===== config.mk =====
export PLATFORM = sky130hd
export DESIGN_NAME = wiegand_card_data_transmitter
export DESIGN_NICKNAME = d
export VERILOG_FILES = /design/src/wiegand_tx_pkg.sv /design/src/wiegand_card_data_transmitter.sv
export SDC_FILE = /design/constraint.sdc
export NUM_CORES = 1
export LEC_CHECK = 0
export BUFFER_PORTS_ARGS = -buffer_cell sky130_fd_sc_hd__buf_2
export CORE_MARGIN = 2
export CORE_UTILIZATION = 40
export DETAILED_ROUTE_END_ITERATION = 8
export GPL_ROUTABILITY_DRIVEN = 0
export PLACE_DENSITY_LB_ADDON = 0.25
export SLEW_MARGIN = 20
export SYNTH_ARGS = -nofsm -noshare
export SYNTH_HDL_FRONTEND = slang
export SYNTH_SLANG_ARGS = --single-unit

===== constraint.sdc =====
create_clock -name ref_clk -period 2.5 [get_ports ref_clk]
set_input_delay 0 -clock ref_clk [delete_from_list [all_inputs] [get_ports ref_clk]]
set_output_delay 0 -clock ref_clk [all_outputs]
set_load 0.05 [all_outputs]

===== src/wiegand_tx_pkg.sv =====
// Package for the two-line pulse card data transmitter.
// Assumes a single 10 MHz reference clock and open-drain link lines.
package wiegand_tx_pkg;

  // Reference clock rate in MHz.
  localparam int CLK_MHZ       = 10;
  // Strobe lead and trail gap in microseconds.
  localparam int STROBE_GAP_US = 10000;
  // Low time of one bit pulse in microseconds.
  localparam int PULSE_US      = 100;
  // Start-to-start bit period in microseconds.
  localparam int PERIOD_US     = 1000;

  // Derived cycle counts at the reference clock.
  localparam int STROBE_CYCLES_DEF = STROBE_GAP_US * CLK_MHZ;
  localparam int PULSE_CYCLES      = PULSE_US * CLK_MHZ;
  localparam int PERIOD_CYCLES_DEF = PERIOD_US * CLK_MHZ;

  // Widths of the frame shifter and the counters.
  localparam int CNT_W     = 17;
  localparam int LEFT_W    = 6;
  localparam int FRAME_W   = 33;
  localparam int W26_LEN   = 26;
  localparam int W33_LEN   = 33;
  localparam int W26_FAC_W = 8;
  localparam int ID_W      = 16;
  // Pad that left-justifies a short frame in the shifter.
  localparam int W26_PAD   = FRAME_W - W26_LEN;

  // Selected output protocol.
  typedef enum logic [1:0] {PROTO_NONE, PROTO_W26, PROTO_W33} proto_t;

  // Configuration set by the surrounding controller.
  typedef struct packed {
    proto_t proto;
    logic   strobe_en;
  } cfg_t;

  // Identification data of one presented medium.
  typedef struct packed {
    logic [ID_W-1:0] facility;
    logic [ID_W-1:0] user;
  } card_t;

  // One bit for each link line.
  typedef struct packed {
    logic zero_line;
    logic one_bit_line;
    logic card_load_strobe;
  } link_t;

endpackage : wiegand_tx_pkg


===== src/wiegand_card_data_transmitter.sv =====
// Transmitter that frames a medium's facility and user number into a
// 26-bit or 33-bit two-line pulse frame, with an optional strobe.
// Assumes card data and configuration come from logic on ref_clk and
// that the link lines are open drain with external pull-ups.
`timescale 1ns/10ps

module wiegand_card_data_transmitter
  import wiegand_tx_pkg::*;
#(
  parameter int STROBE_CYCLES = STROBE_CYCLES_DEF,
  parameter int PERIOD_CYCLES = PERIOD_CYCLES_DEF
)(
  // Clock and reset.
  input  wire logic  ref_clk,
  input  wire logic  rst,
  // Configuration.
  input  wire cfg_t  cfg,
  // Card data request and acceptance.
  input  wire logic  card_valid,
  input  wire card_t card,
  output logic       card_ready,
  // Open-drain link lines.
  input  wire link_t link_in,
  output link_t      link_out,
  output link_t      link_oe
);

  // Gap between the end of one pulse and the start of the next.
  localparam int GAP_CYCLES = PERIOD_CYCLES - PULSE_CYCLES;

  // Refuse counts that the counters or the timing cannot serve.
  if (STROBE_CYCLES < 1 || STROBE_CYCLES > 2**CNT_W ||
      PERIOD_CYCLES <= PULSE_CYCLES || PERIOD_CYCLES > 2**CNT_W)
  begin : g_bad_count
    $error("Strobe or period count out of range.");
  end

  // Transmitter states.
  typedef enum logic [2:0] {ST_IDLE, ST_LEAD, ST_PULSE, ST_GAP, ST_TRAIL} state_t;

  state_t                state;       // Current step of the frame.
  state_t                next_state;  // Next step of the frame.
  logic [CNT_W-1:0]      cnt;         // Cycles left in the current step.
  logic [CNT_W-1:0]      next_cnt;    // Next cycle count.
  logic [FRAME_W-1:0]    shift;       // Frame, next bit in the top position.
  logic [FRAME_W-1:0]    next_shift;  // Next frame shifter value.
  logic [LEFT_W-1:0]     left;        // Bits still to send, current one included.
  logic [LEFT_W-1:0]     next_left;   // Next bit count.
  logic                  strobe_on;   // Strobe used for the frame in flight.
  logic                  next_strobe_on;
  link_t                 next_oe;     // Next line drive enables.
  link_t                 line_meta;   // First synchroniser stage.
  link_t                 line_sync;   // Second synchroniser stage.
  logic                  lines_idle;  // All link lines read high.
  logic                  accept;      // Card data taken this cycle.

  // Builds the left-justified frame for the selected protocol.
  function automatic logic [FRAME_W-1:0] build_frame(input proto_t p, input card_t c);
    logic [W26_LEN-1:0] f26;
    logic [FRAME_W-1:0] f;
    f26 = {1'b0, c.facility[W26_FAC_W-1:0], c.user, 1'b0};
    f26[W26_LEN-1] = ^f26[24:13];
    f26[0] = ~^f26[12:1];
    if (p == PROTO_W33)
    begin
      f = {c.facility, c.user, ~^{c.facility, c.user}};
    end
    else
    begin
      f = {f26, {W26_PAD{1'b0}}};
    end
    return f;
  endfunction : build_frame

  // Pin levels pass two flip-flops before anything reads them.
  always_ff @(posedge ref_clk)
  begin
    if (rst)
    begin
      line_meta <= '1;
      line_sync <= '1;
    end
    else
    begin
      line_meta <= link_in;
      line_sync <= line_meta;
    end
  end

  // A frame starts only when no party holds a line low.
  assign lines_idle = &line_sync;
  assign card_ready = (state == ST_IDLE) && lines_idle;
  assign accept     = card_valid && card_ready;

  // The lines are only ever pulled low; release leaves them to the pull-ups.
  assign link_out = '0;

  // Next-state logic for the frame sequencer and the line drives.
  always_comb
  begin
    next_state     = state;
    next_cnt       = cnt;
    next_shift     = shift;
    next_left      = left;
    next_strobe_on = strobe_on;
    if (cnt != '0)
    begin
      next_cnt = cnt - 1'b1;
    end
    unique case (state)
      ST_IDLE:
      begin
        // Data taken with no protocol selected is dropped silently.
        if (accept && cfg.proto != PROTO_NONE)
        begin
          next_shift     = build_frame(cfg.proto, card);
          next_left      = (cfg.proto == PROTO_W33) ? LEFT_W'(W33_LEN) : LEFT_W'(W26_LEN);
          next_strobe_on = cfg.strobe_en;
          if (cfg.strobe_en)
          begin
            next_state = ST_LEAD;
            next_cnt   = CNT_W'(STROBE_CYCLES - 1);
          end
          else
          begin
            next_state = ST_PULSE;
            next_cnt   = CNT_W'(PULSE_CYCLES - 1);
          end
        end
      end
      ST_LEAD:
      begin
        // The lead gap ends with the first bit pulse.
        if (cnt == '0)
        begin
          next_state = ST_PULSE;
          next_cnt   = CNT_W'(PULSE_CYCLES - 1);
        end
      end
      ST_PULSE:
      begin
        // After the last pulse of a strobed frame the trail gap follows directly.
        if (cnt == '0)
        begin
          if (left == LEFT_W'(1) && strobe_on)
          begin
            next_state = ST_TRAIL;
            next_cnt   = CNT_W'(STROBE_CYCLES - 1);
          end
          else
          begin
            next_state = ST_GAP;
            next_cnt   = CNT_W'(GAP_CYCLES - 1);
          end
        end
      end
      ST_GAP:
      begin
        // Idle gap keeps the start-to-start spacing even after a frame sent without strobe.
        if (cnt == '0)
        begin
          if (left == LEFT_W'(1))
          begin
            next_state = ST_IDLE;
          end
          else
          begin
            next_state = ST_PULSE;
            next_cnt   = CNT_W'(PULSE_CYCLES - 1);
            next_shift = shift << 1;
            next_left  = left - 1'b1;
          end
        end
      end
      ST_TRAIL:
      begin
        // The strobe is released when the trail gap runs out.
        if (cnt == '0)
        begin
          next_state = ST_IDLE;
        end
      end
      default:
      begin
        next_state = ST_IDLE;
      end
    endcase
    // Drives follow the next state so they line up with the state register.
    next_oe.zero_line        = (next_state == ST_PULSE) && !next_shift[FRAME_W-1];
    next_oe.one_bit_line     = (next_state == ST_PULSE) && next_shift[FRAME_W-1];
    next_oe.card_load_strobe = next_strobe_on && (next_state != ST_IDLE);
  end

  // Registers of the frame sequencer and the line drives.
  always_ff @(posedge ref_clk)
  begin
    if (rst)
    begin
      state     <= ST_IDLE;
      cnt       <= '0;
      shift     <= '0;
      left      <= '0;
      strobe_on <= 1'b0;
      link_oe   <= '0;
    end
    else
    begin
      state     <= next_state;
      cnt       <= next_cnt;
      shift     <= next_shift;
      left      <= next_left;
      strobe_on <= next_strobe_on;
      link_oe   <= next_oe;
    end
  end

  // Cycles spent in the current state, read only by the checks below.
  logic [CNT_W:0] dwell;
  always_ff @(posedge ref_clk)
  begin
    if (rst)
    begin
      dwell <= '0;
    end
    else
    begin
      dwell <= (next_state != state) ? '0 : dwell + 1'b1;
    end
  end
endmodule : wiegand_card_data_transmitter


==> results.md, run 1 <==
- Largest fanout of any net on the critical path: 5
- Global-route track usage on met2: 0.326
- Pins over their slew limit: 0
- Data arrival time of the worst path: 2810 ps
- Cell with the most instances after synthesis: sky130_fd_sc_hd__dfxtp_1
- Worst stage delay on the critical path: 580 ps
- YS warnings: 0
- Dominant cell type by count on the critical path: sky130_fd_sc_hd__or4_4
- H-tree levels: 3
- Initial Util: 0.411
- Cell Count Post-Placement: 651
- Share of flip-flops with an asynchronous set or reset after synthesis: 0
- 1st-iter DRT viols: 175
- Largest net degree at the start of global routing: 63
- Overflow left after global routing: 0
- CTS tree: yes
- Utilization after layout: 0.548
- Die extent in x: 101 um
- Ports: 48
- Met3 demand-to-capacity share in global routing: 0.0566
- Crit path cell chain: or4_4 > or4_4 > o21ai_1 > a21oi_1 > or4b_4 > and3b_1
- Total of endpoints with negative setup slack in the final report: 2
- Violations in the final reports: setup timing
- Area growth from synthesis to layout: 33.2%
- Synth area leaders: sky130_fd_sc_hd__dfxtp_1 (36%), sky130_fd_sc_hd__xnor2_1 (7.1%), sky130_fd_sc_hd__a221oi_1 (6.0%)
- Main combinational cell family by area after synthesis: compound AO/OA/AOI/OAI gates
- Pin slew with the least headroom to its limit: 711 ps
- Largest buffer count on any clock path: 2
- Worst min path class: input pin to register
- RSZ-0062 raised after global routing: true
- Full die area: 10,300 um2
- Total vias in the final route: 3,780
- DP HPWL: about 7400 um
- Die Ht: 101 um
- Power density over cell area: 1060 nW/um2
- Number of clock sinks: 69
- Number of antenna violations at the first check in global routing: 0
- Outcome: finished with violations
- CP Data Required Time: approximately 2800 ps
- Synthesized-area fraction occupied by adder cells: 0.0132
- Endpoint type of the worst setup path: register
- Mapped Avg Cell Area: just over 8 um2
- Slew margin rel.: 0.523
- Final hold violation count: 0
- Ratio of cells with drive above 1 in the final layout: 0.297
- CP max stage cell: sky130_fd_sc_hd__or4_4
- Number of distinct library cells after synthesis: 53
- Time the worst path needs with I/O delays and setup: 2510 ps
- Setup WS post-layout: -11.3 ps
- Global Route met1 Usage: 0.276
- Portion of the post-synthesis area used by sequential elements: 0.363
- Clock buffers created by TritonCTS: 9
- Maximum clock skew at final layout: 10.6 ps
- Period Utilization, post-route: 1.00
- Library cell used as clock root buffer: sky130_fd_sc_hd__clkbuf_8
- Top flip-flop cell by instance count after synthesis: sky130_fd_sc_hd__dfxtp_1
- Critical path class: register to register
- Area fraction in and, or, nand and nor cells after synthesis: 0.228
- Count of port buffers added during placement: 44
- Maximum frequency from static timing analysis: roughly 400 MHz
- Synthesized-area fraction occupied by ao, oa, aoi and oai cells: 0.248
- Global-route usage over all layers: 0.208
- Area of the mapped netlist: 3800 um2
- Number of non-filler instances in the completed layout: 684
- Insertion delay of the later-clocked pin in the worst-skew pair: 360 ps
- Sum of routed wire length over all layers: around 11,000 um
- Count of TritonRoute iterations in the first routing pass: 5
- Post-route antenna net violation count: 0
- Xor and xnor area share after synthesis: 0.101
- Cell type with the highest aggregate area in the netlist: sky130_fd_sc_hd__dfxtp_1
- Cell row count: 35
- Most instantiated cells after synthesis: sky130_fd_sc_hd__dfxtp_1 (69), sky130_fd_sc_hd__nor2_1 (58), sky130_fd_sc_hd__nand2_1 (43)
- Worst VDD drop: approximately 0.42 mV
- Wire length of the first global-routing pass: 16,900 um
- Cell count after synthesis: 467
- Number of flops mapped to enable cells by yosys: 0
- Count of unresolved DRC violations after routing: 0
- Number of max-cap violations: 0
- Leakage power: 1.98 nW
- Mux cell area share after synthesis: 0
- Area share of the largest cell type after synthesis: 0.363
- Highest-utilization routing layer at the global route stage: met2
- Area of the core: 9240 um2
- Number of global-route vias before repair: about 3,500
- Via density per instance: 5.53
- Clock edge transition at the registers on the reported setup and hold paths: 80 ps
- Launching element type of the critical path: register
- Fin nets: 595
- Number of synthesized register bits: slightly below 70
- Antenna diode instance count: 0
- Wirelength per Cell: between 15 and 20 um
[through the flow]
| stage | hold slack (ps) | instance area [um2] | setup TNS, ps | setup slack (ps) | total power, mW |
|---|---|---|---|---|---|
| final | 7.73 | 5060 | -17.0 | -11.3 | 5.35 |
| after global placement | 189 | 4410 | 0 | 17.2 | 3.79 |
| after detailed placement | 193 | 4410 | -38.1 | -18.9 | 3.83 |
| after CTS | 1.11 | 4750 | 0 | 1.02 | 5.03 |
| after global routing | 20.5 | 5060 | -683 | -98.9 | 5.67 |
| after floorplan | 104 | 3870 | -36.0 | -36.0 | 3.08 |
[critical path, delay by kind of cell (launching register included)]
| kind | cells | cell delay (ps) |
|---|---|---|
| simple gates | 4 | 1900 |
| flops | 1 | 310 |
| compound gates | 2 | 250 |
[repair_timing]
| item | in CTS | in global routing |
|---|---|---|
| buffers inserted | 1 | 5 |
| setup endpoints to repair | 10 | 39 |
| hold endpoints to repair | 7 | 0 |
| resized for setup | 3 | 46 |
| gates cloned | 0 | 4 |
| pin swaps | 1 | 6 |
| hold buffers | 7 | 0 |
[report_power, final]
group | switching (mW) | internal (mW) | leakage, nW
Clock | 0.472 | 0.667 | 0.116
Combinational | 1.43 | 1.32 | 1.30
Sequential | 0.154 | 1.31 | 0.565
Total | 2.05 | 3.30 | 1.98
[registers in the layout (all words and copies together) (netlist names)]
| name | count |
|---|---|
| cnt | 17 |
| left | 6 |
| line_meta | 3 |
| line_sync | 3 |
| link_oe | 3 |
| shift | 33 |
| state | 3 |
| strobe_on | 1 |
[layout make-up]
class / instances / area [um2]
Sequential cell: 69 / 1390
Inverter: 8 / 30.0
Tap cell: 129 / 161
Clock buffer: 9 / 124
Fill cell: 860 / 4180
Clock inverter: 7 / 123
Multi-Input combinational cell: 359 / 2470
Timing Repair Buffer: 103 / 766
[path summary, 6_finish.rpt]
path	startpoint	to	slack, ps	depth (start not counted)
min	card[4]	shift[5]	8	3
min reg2reg	line_meta[2]	line_sync[2]	410	1
max	cnt[14]	link_oe[2]	-10	6
max reg2reg	cnt[14]	link_oe[2]	-10	6
[routing by layer]
metal / up-vias / wire (um)
met2: 101 / 5240
met5: - / 0
met4: 0 / 202
met1: 1793 / 4910
met3: 21 / 470
li1: 1865 / -
[cells in the final DEF (no fill, tap or decap), drive strengths merged, types with 4 or more instances in the layout]
| cell type | instances |
|---|---|
| a21oi | 42 |
| a221oi | 26 |
| a22oi | 23 |
| a31oi | 8 |
| buf | 94 |
| clkbuf | 11 |
| dfxtp | 69 |
| dlygate4sd3 | 7 |
| ha | 4 |
| inv | 9 |
| nand2 | 43 |
| nand2b | 7 |
| nand3 | 8 |
| nor2 | 58 |
| nor3 | 20 |
| nor4 | 7 |
| o21ai | 16 |
| or2 | 10 |
| or3 | 4 |
| or4 | 4 |
| xnor2 | 31 |
| xor2 | 5 |
[logic make-up (layout without fill, tap and decap cells)]
family | after synthesis | count (layout)
AOI/OAI and AO/OA | 138 | 138
xor gates and xnor gates | 39 | 39
adders and majority gates | 4 | 4
buffers and inverters | 41 | 127
DFF | 69 | 69
other | 1 | 3
and+or+nand+nor | 175 | 175
(Power assumes the default switching activity.)
==> run 2: changes to the inputs <==
Settings changed: ABC_AREA set to 1.
==> run 2 against run 1 <==
The run now ends clean; utilization is 7.9 points lower; flip-flop and latch count stayed put; critical path depth is 7 higher; maximum frequency is 14% higher; sequential power hardly changed; area after synthesis is 18% higher; largest cell class unchanged.
==> results.md, run 2 <==
- Number of synthesized register bits: 69
- Worst VDD drop: 0.391 mV
- Final setup TNS: 0 ps
- Multi-input gate area: 2600 um2
- Number of global-route vias before repair: 4,478
- P_int: 2.63 mW
- YS warnings: 0
- Count of TritonRoute iterations in the first routing pass: 5
- Total setup buffers inserted after CTS: 0
- Cell Count Post-Placement: 900
- Antenna diode instance count: 0
- Clock buffers created by TritonCTS: 9
- Most instantiated cells after synthesis: sky130_fd_sc_hd__nand2_1 (272), sky130_fd_sc_hd__inv_1 (87), sky130_fd_sc_hd__dfxtp_1 (69)
- Time the worst path needs with I/O delays and setup: 2210 ps
- Die extent in x: 110 um
- Clock edge transition at the registers on the reported setup and hold paths: roughly 60 ps
- Full die area: 12,100 um2
- CP Data Required Time: roughly 2800 ps
- Area of the core: 10,900 um2
- Number of antenna violations at the first check in global routing: 0
- Number of flops mapped to enable cells by yosys: 0
- Ports: 48
- Sequential power share: 0.335
- CP max stage cell: sky130_fd_sc_hd__dfxtp_1
- Via density per instance: 5.07
- Maximum clock skew at final layout: 2.82 ps
- Top flip-flop cell by instance count after synthesis: sky130_fd_sc_hd__dfxtp_1
- 1st-iter DRT viols: 232
- Crit path cell chain: inv_1 > ha_1 > nand2_2 > nor2_2 > nand2_4 > inv_2 > nand2_2 > nor2_1 > nand2_1 > o21ai_1 > nor2_1 > nand2_1 > a21oi_1
- Area share of the largest cell type after synthesis: 0.307
- Largest net degree at the start of global routing: 44
- Period Utilization, post-route: 0.883
- Ratio of cells with drive above 1 in the final layout: 0.131
- H-tree levels: 3
- Maximum frequency from static timing analysis: between 400 and 500 MHz
- Launching element type of the critical path: register
- RSZ-0062 raised after global routing: false
- Most frequent cells in the layout: sky130_fd_sc_hd__nand2_1 (272), sky130_fd_sc_hd__inv_1 (87), sky130_fd_sc_hd__dfxtp_1 (69)
- Global-route usage over all layers: 0.206
- Total vias in the final route: 4,668
- Area growth from synthesis to layout: 13.8%
- Pins over their slew limit: 0
- Power density over cell area: around 840 nW/um2
- Wire length of the first global-routing pass: 19,800 um
- Fin nets: 821
- Count of port buffers added during placement: 44
- Insertion delay of the later-clocked pin in the worst-skew pair: between 300 and 400 ps
- Number of max-cap violations: 0
- Worst stage delay on the critical path: 390 ps
- Cell with the most instances after synthesis: sky130_fd_sc_hd__nand2_1
- Mapped Avg Cell Area: between 6 and 7 um2
- Seq. cell area: between 1000 and 1500 um2
- Outcome: complete, no violations
- Wirelength per Cell: 12.6 um
- Number of distinct library cells after synthesis: 38
- Number of clock sinks: 69
- Pin slew with the least headroom to its limit: around 1000 ps
- Count of unresolved DRC violations after routing: 0
- Cell type with the highest aggregate area in the netlist: sky130_fd_sc_hd__dfxtp_1
- Number of non-filler instances in the completed layout: 921
- Endpoint type of the worst setup path: register
- Share of flip-flops with an asynchronous set or reset after synthesis: 0
- Die Ht: 110 um
- Synth area leaders: sky130_fd_sc_hd__dfxtp_1 (31%), sky130_fd_sc_hd__nand2_1 (23%), sky130_fd_sc_hd__inv_1 (7.3%)
- CTS tree: yes
- Number of flip-flops under the largest register name: 33
- Largest fanout of any net on the critical path: 21
- Top register by number of flip-flops: shift
- Sum of routed wire length over all layers: 11,600 um
- Post-route antenna net violation count: 0
- Critical path class: register to register
- Library cell used as clock root buffer: sky130_fd_sc_hd__clkbuf_16
- Portion of the post-synthesis area used by sequential elements: 0.307
- DP HPWL: 8510 um
- Leakage power: about 2.5 nW
- Sw frac: 0.387
- Fraction of power consumed by combinational cells: 0.368
- Slew margin rel.: 0.348
- Overflow left after global routing: 0
- Cell row count: 38
- Count of cells resized by post-cts repair: 0
- Initial Util: 0.412
- Data arrival time of the worst path: 2480 ps
- Worst min path class: input pin to register
- Cell count after synthesis: 737
- Total of endpoints with negative setup slack in the final report: 0
- Area of the mapped netlist: 4500 um2
- Commonest non-fill, non-tap cell in the layout: sky130_fd_sc_hd__nand2_1
- Part of the total power dissipated in the clock network: 0.298
- Final Power: 4.28 mW
- Power spent charging and discharging nets: about 1.7 mW
- Biggest registers after layout: shift x33, cnt x17, left x6
- Final hold violation count: 0
- Layout filler cell count: 1,142
- Largest buffer count on any clock path: 2
## run 2: cell types whose count changed after synthesis, moves of 11 or more
cell / change
sky130_fd_sc_hd__nand3_1: +14
sky130_fd_sc_hd__a22oi_1: -19
sky130_fd_sc_hd__o21ai_0: +19
sky130_fd_sc_hd__inv_1: +79
sky130_fd_sc_hd__xnor2_1: -28
sky130_fd_sc_hd__a31oi_1: +23
sky130_fd_sc_hd__clkbuf_1: -13
sky130_fd_sc_hd__a221oi_1: -26
sky130_fd_sc_hd__o211ai_1: +11
sky130_fd_sc_hd__nor3_1: -15
sky130_fd_sc_hd__nand2_1: +229
## run 2: cell families after synthesis
family | count (synthesis) | share of synthesized area
and+or+nand+nor | 391 | 0.369
AOI/OAI and AO/OA | 141 | 0.177
adders and majority gates | 4 | 0.0111
other | 1 | 0.000833
DFF | 69 | 0.307
buffers and inverters | 122 | 0.117
xor gates and xnor gates | 9 | 0.0175
## run 2: final cells by class
type / count / share of cell area
clock buffer: 12 / 0.0481
clock inverter: 4 / 0.00928
sequential: 69 / 0.270
timing repair buffer: 52 / 0.0596
inverter: 96 / 0.0718
multi-input combinational: 548 / 0.508
tap: 140 / 0.0342
## run 2: critical path: cells and delay by family, from the launching register on
family | cells | cell delay, ps
adder cells (fa/ha/maj) | 1 | 240
AO/OA/AOI/OAI | 2 | 250
buffers and inverters | 2 | 130
AND/OR/NAND/NOR | 8 | 1130
flip-flops | 1 | 390
## run 2: power groups by stage
stage	Clock [mW]	Sequential (mW)	Combinational [mW]
final	1.28	1.43	1.57
after global routing	1.33	1.45	1.82
after CTS	1.30	1.43	1.57
after detailed placement	0	1.45	1.56
after global placement	0	1.45	1.53
after floorplan	0	1.42	1.25
## run 2: path summary, 6_finish.rpt
check	startpoint	endpoint	slack [ps]	cells after the start
hold / removal	card[4]	shift[5]	30	3
setup reg to reg	cnt[0]	cnt[3]	290	13
setup / recovery	cnt[0]	cnt[3]	290	13
hold reg to reg	line_meta[2]	line_sync[2]	410	1
## run 2: stage by stage
stage / area, um2 / util / hold WS (ps) / setup WS (ps)
floorplan: 4510 / - / 104 / 560
global placement: 4780 / 0.437 / 186 / 398
detailed placement: 4780 / 0.437 / 189 / 313
CTS: 5120 / 0.469 / 34.2 / 298
global route: 5120 / 0.469 / 54.6 / 63.0
finish: 5120 / 0.469 / 34.3 / 292
## run 2: per-layer routing
layer,track usage,vias to the layer above,share of wire
li1,-,2425,-
met1,0.241,2125,0.44
met2,0.376,103,0.51
met3,0.0511,15,0.046
met4,0.0518,0,0.011
met5,0,-,0
## run 2: what timing repair did
item,in CTS,in global routing
hold endpoints to repair,5,0
hold buffers,5,0
endpoints found under the setup margin,0,0
==> run 3: changes to the inputs <==
Settings changed: CORE_MARGIN 2 to 1, CORE_UTILIZATION 40 to 34, CTS_BUF_LIST set to sky130_fd_sc_hd__clkbuf_4 sky130_fd_sc_hd__clkbuf_8 sky130_fd_sc_hd__clkbuf_16.
==> run 3 against run 2 <==
First-iteration DRC count fell by 4.3%; final cell count rose by 3.7%; sequential share of layout area fell by 0.40 points; non-clock buffer count rose by 2; cell area rose by 1.5%; hold slack improved by 12 ps; utilization fell by 6.1 points; critical path type unchanged.
==> results.md, run 3 (same netlist as run 2, synthesis figures left out) <==
- Fraction of power consumed by combinational cells: 0.363
- Die Ht: ~120 um
- Outcome: complete, no violations
- CTS tree: yes
- Number of max-cap violations: 0
- Ratio of cells with drive above 1 in the final layout: 0.135
- Worst stage delay on the critical path: 350 ps
- Part of the total power dissipated in the clock network: 0.306
- Area of the core: 12,800 um2
- Crit path cell chain: inv_1 > ha_1 > nand2_2 > nor2_2 > nand2_4 > nor2_8 > nand3_4 > nand2_4 > inv_4 > o21ai_1 > nand3_1 > nor2_1
- Largest buffer count on any clock path: 2
- Initial Util: 0.353
- Die extent in x: 117 um
- Sequential power share: 0.331
- CP Data Required Time: 2770 ps
- Number of flip-flops under the largest register name: 33
- Ports: 48
- Biggest registers after layout: shift x33, cnt x17, left x6
- Post-route antenna net violation count: 0
- Dominant cell type by count on the critical path: sky130_fd_sc_hd__nand2_4
- Count of port buffers added during placement: 44
- Slew margin rel.: 0.573
- Final setup TNS: 0 ps
- Clock buffers created by TritonCTS: 9
- Wire length of the first global-routing pass: 19,300 um
- P_int: ~2.7 mW
- Worst VDD drop: between 0.2 and 0.3 mV
- Worst min path class: input pin to register
- Count of cells along the worst hold path: 3
- H-tree levels: 3
- Endpoint type of the worst setup path: register
- Pin slew with the least headroom to its limit: 640 ps
- Power spent charging and discharging nets: 1.63 mW
- Time the worst path needs with I/O delays and setup: 2110 ps
- DP HPWL: 8260 um
- Number of global-route vias before repair: 4,146
- Buf+Inv Stages, Crit Path: 2
- Number of antenna violations at the first check in global routing: 0
- Most frequent cells in the layout: sky130_fd_sc_hd__nand2_1 (272), sky130_fd_sc_hd__inv_1 (87), sky130_fd_sc_hd__dfxtp_1 (69)
- Insertion delay of the later-clocked pin in the worst-skew pair: around 330 ps
- Largest net degree at the start of global routing: 44
- Wirelength per Cell: 11.8 um
- Launching element type of the critical path: register
- Sw frac: 0.379
- Commonest non-fill, non-tap cell in the layout: sky130_fd_sc_hd__nand2_1
- Number of clock sinks: 69
- Crit-path leading delay family: simple AND/OR/NAND/NOR gates
- Fin nets: around 820
- Final hold violation count: 0
- Overflow left after global routing: 0
- Layout filler cell count: 1,358
- Leakage power: 2.53 nW
- Top register by number of flip-flops: shift
- Total stage count of the critical path: 12
- Utilization after layout: 0.407
- CP max stage cell: sky130_fd_sc_hd__dfxtp_1
- Largest fanout of any net on the critical path: 37
- Maximum clock skew at final layout: approximately 4.5 ps
- Period Utilization, post-route: 0.842
- Data arrival time of the worst path: 2380 ps
- Sum of routed wire length over all layers: 11,200 um
- Global-route usage over all layers: 0.179
- Library cell used as clock root buffer: sky130_fd_sc_hd__clkbuf_16
- Clock edge transition at the registers on the reported setup and hold paths: ~60 ps
- Seq. cell area: 1380 um2
- Antenna diode instance count: 0
- Via density per instance: 4.74
- Critical path class: register to register
- Multi-input gate area: 2610 um2
- Count of TritonRoute iterations in the first routing pass: 5
- 1st-iter DRT viols: between 200 and 250
- Final Power: 4.32 mW
- Maximum frequency from static timing analysis: 475 MHz
- Total vias in the final route: between 4,000 and 5,000
- RSZ-0062 raised after global routing: false
- Cell row count: 41
- Pins over their slew limit: 0
- Area growth from synthesis to layout: 15.5%
- Power density over cell area: 829 nW/um2
- Number of cells on the worst reg-to-reg path: 12
- Full die area: ~14,000 um2
- Count of unresolved DRC violations after routing: 0
- Total of endpoints with negative setup slack in the final report: 0
run 3: what timing repair did:
| item | 4_1_cts | 5_1_grt |
|---|---|---|
| endpoints found under the hold margin | 5 | 0 |
| hold buffers | 5 | 0 |
| buffers inserted | 0 | 0 |
| setup endpoints to repair | 0 | 3 |
| gates resized for setup | 0 | 1 |
run 3: final cells by class:
type | instances | area share
inverter | 96 | 0.0707
sequential | 69 | 0.266
clock buffer | 13 | 0.0515
clock inverter | 3 | 0.00842
tap | 172 | 0.0414
timing repair buffer | 54 | 0.0616
multi-input combinational | 548 | 0.501
run 3: metrics by stage:
step,worst slack [ps],cells,instance area (um2),hold WS [ps]
2_1_floorplan,560,739,4510,104
3_3_place_gp,348,934,4840,186
3_5_place_dp,286,934,4840,186
4_1_cts,258,955,5200,35.7
5_1_grt,113,955,5200,64.9
6_report,394,955,5200,46.1
run 3: tightest hold or removal path, stage by stage:
cell and delay, ps:
sky130_fd_sc_hd__buf_2 130, sky130_fd_sc_hd__a22oi_1 90, sky130_fd_sc_hd__a21oi_1 120
run 3: per-layer routing:
metal,global-route usage,share of wire
met3,0.0304,0.038
met4,0.0464,0.014
met1,0.238,0.48
met5,0,0
met2,0.301,0.46
run 3: power by group through the flow:
stage	combinational (mW)	clock [mW]	sequential, mW
finish	1.57	1.32	1.43
global route	1.81	1.39	1.46
CTS	1.56	1.34	1.43
detailed placement	1.54	0	1.45
global placement	1.56	0	1.45
floorplan	1.25	0	1.42
run 3: worst paths after layout:
| check | startpoint | to | slack [ps] |
|---|---|---|---|
| worst max-delay path | cnt[0] | left[2] | 390 |
| worst min register to register | line_meta[1] | line_sync[1] | 410 |
| worst min-delay path | card[3] | shift[4] | 50 |
| worst max register to register | cnt[0] | left[2] | 390 |
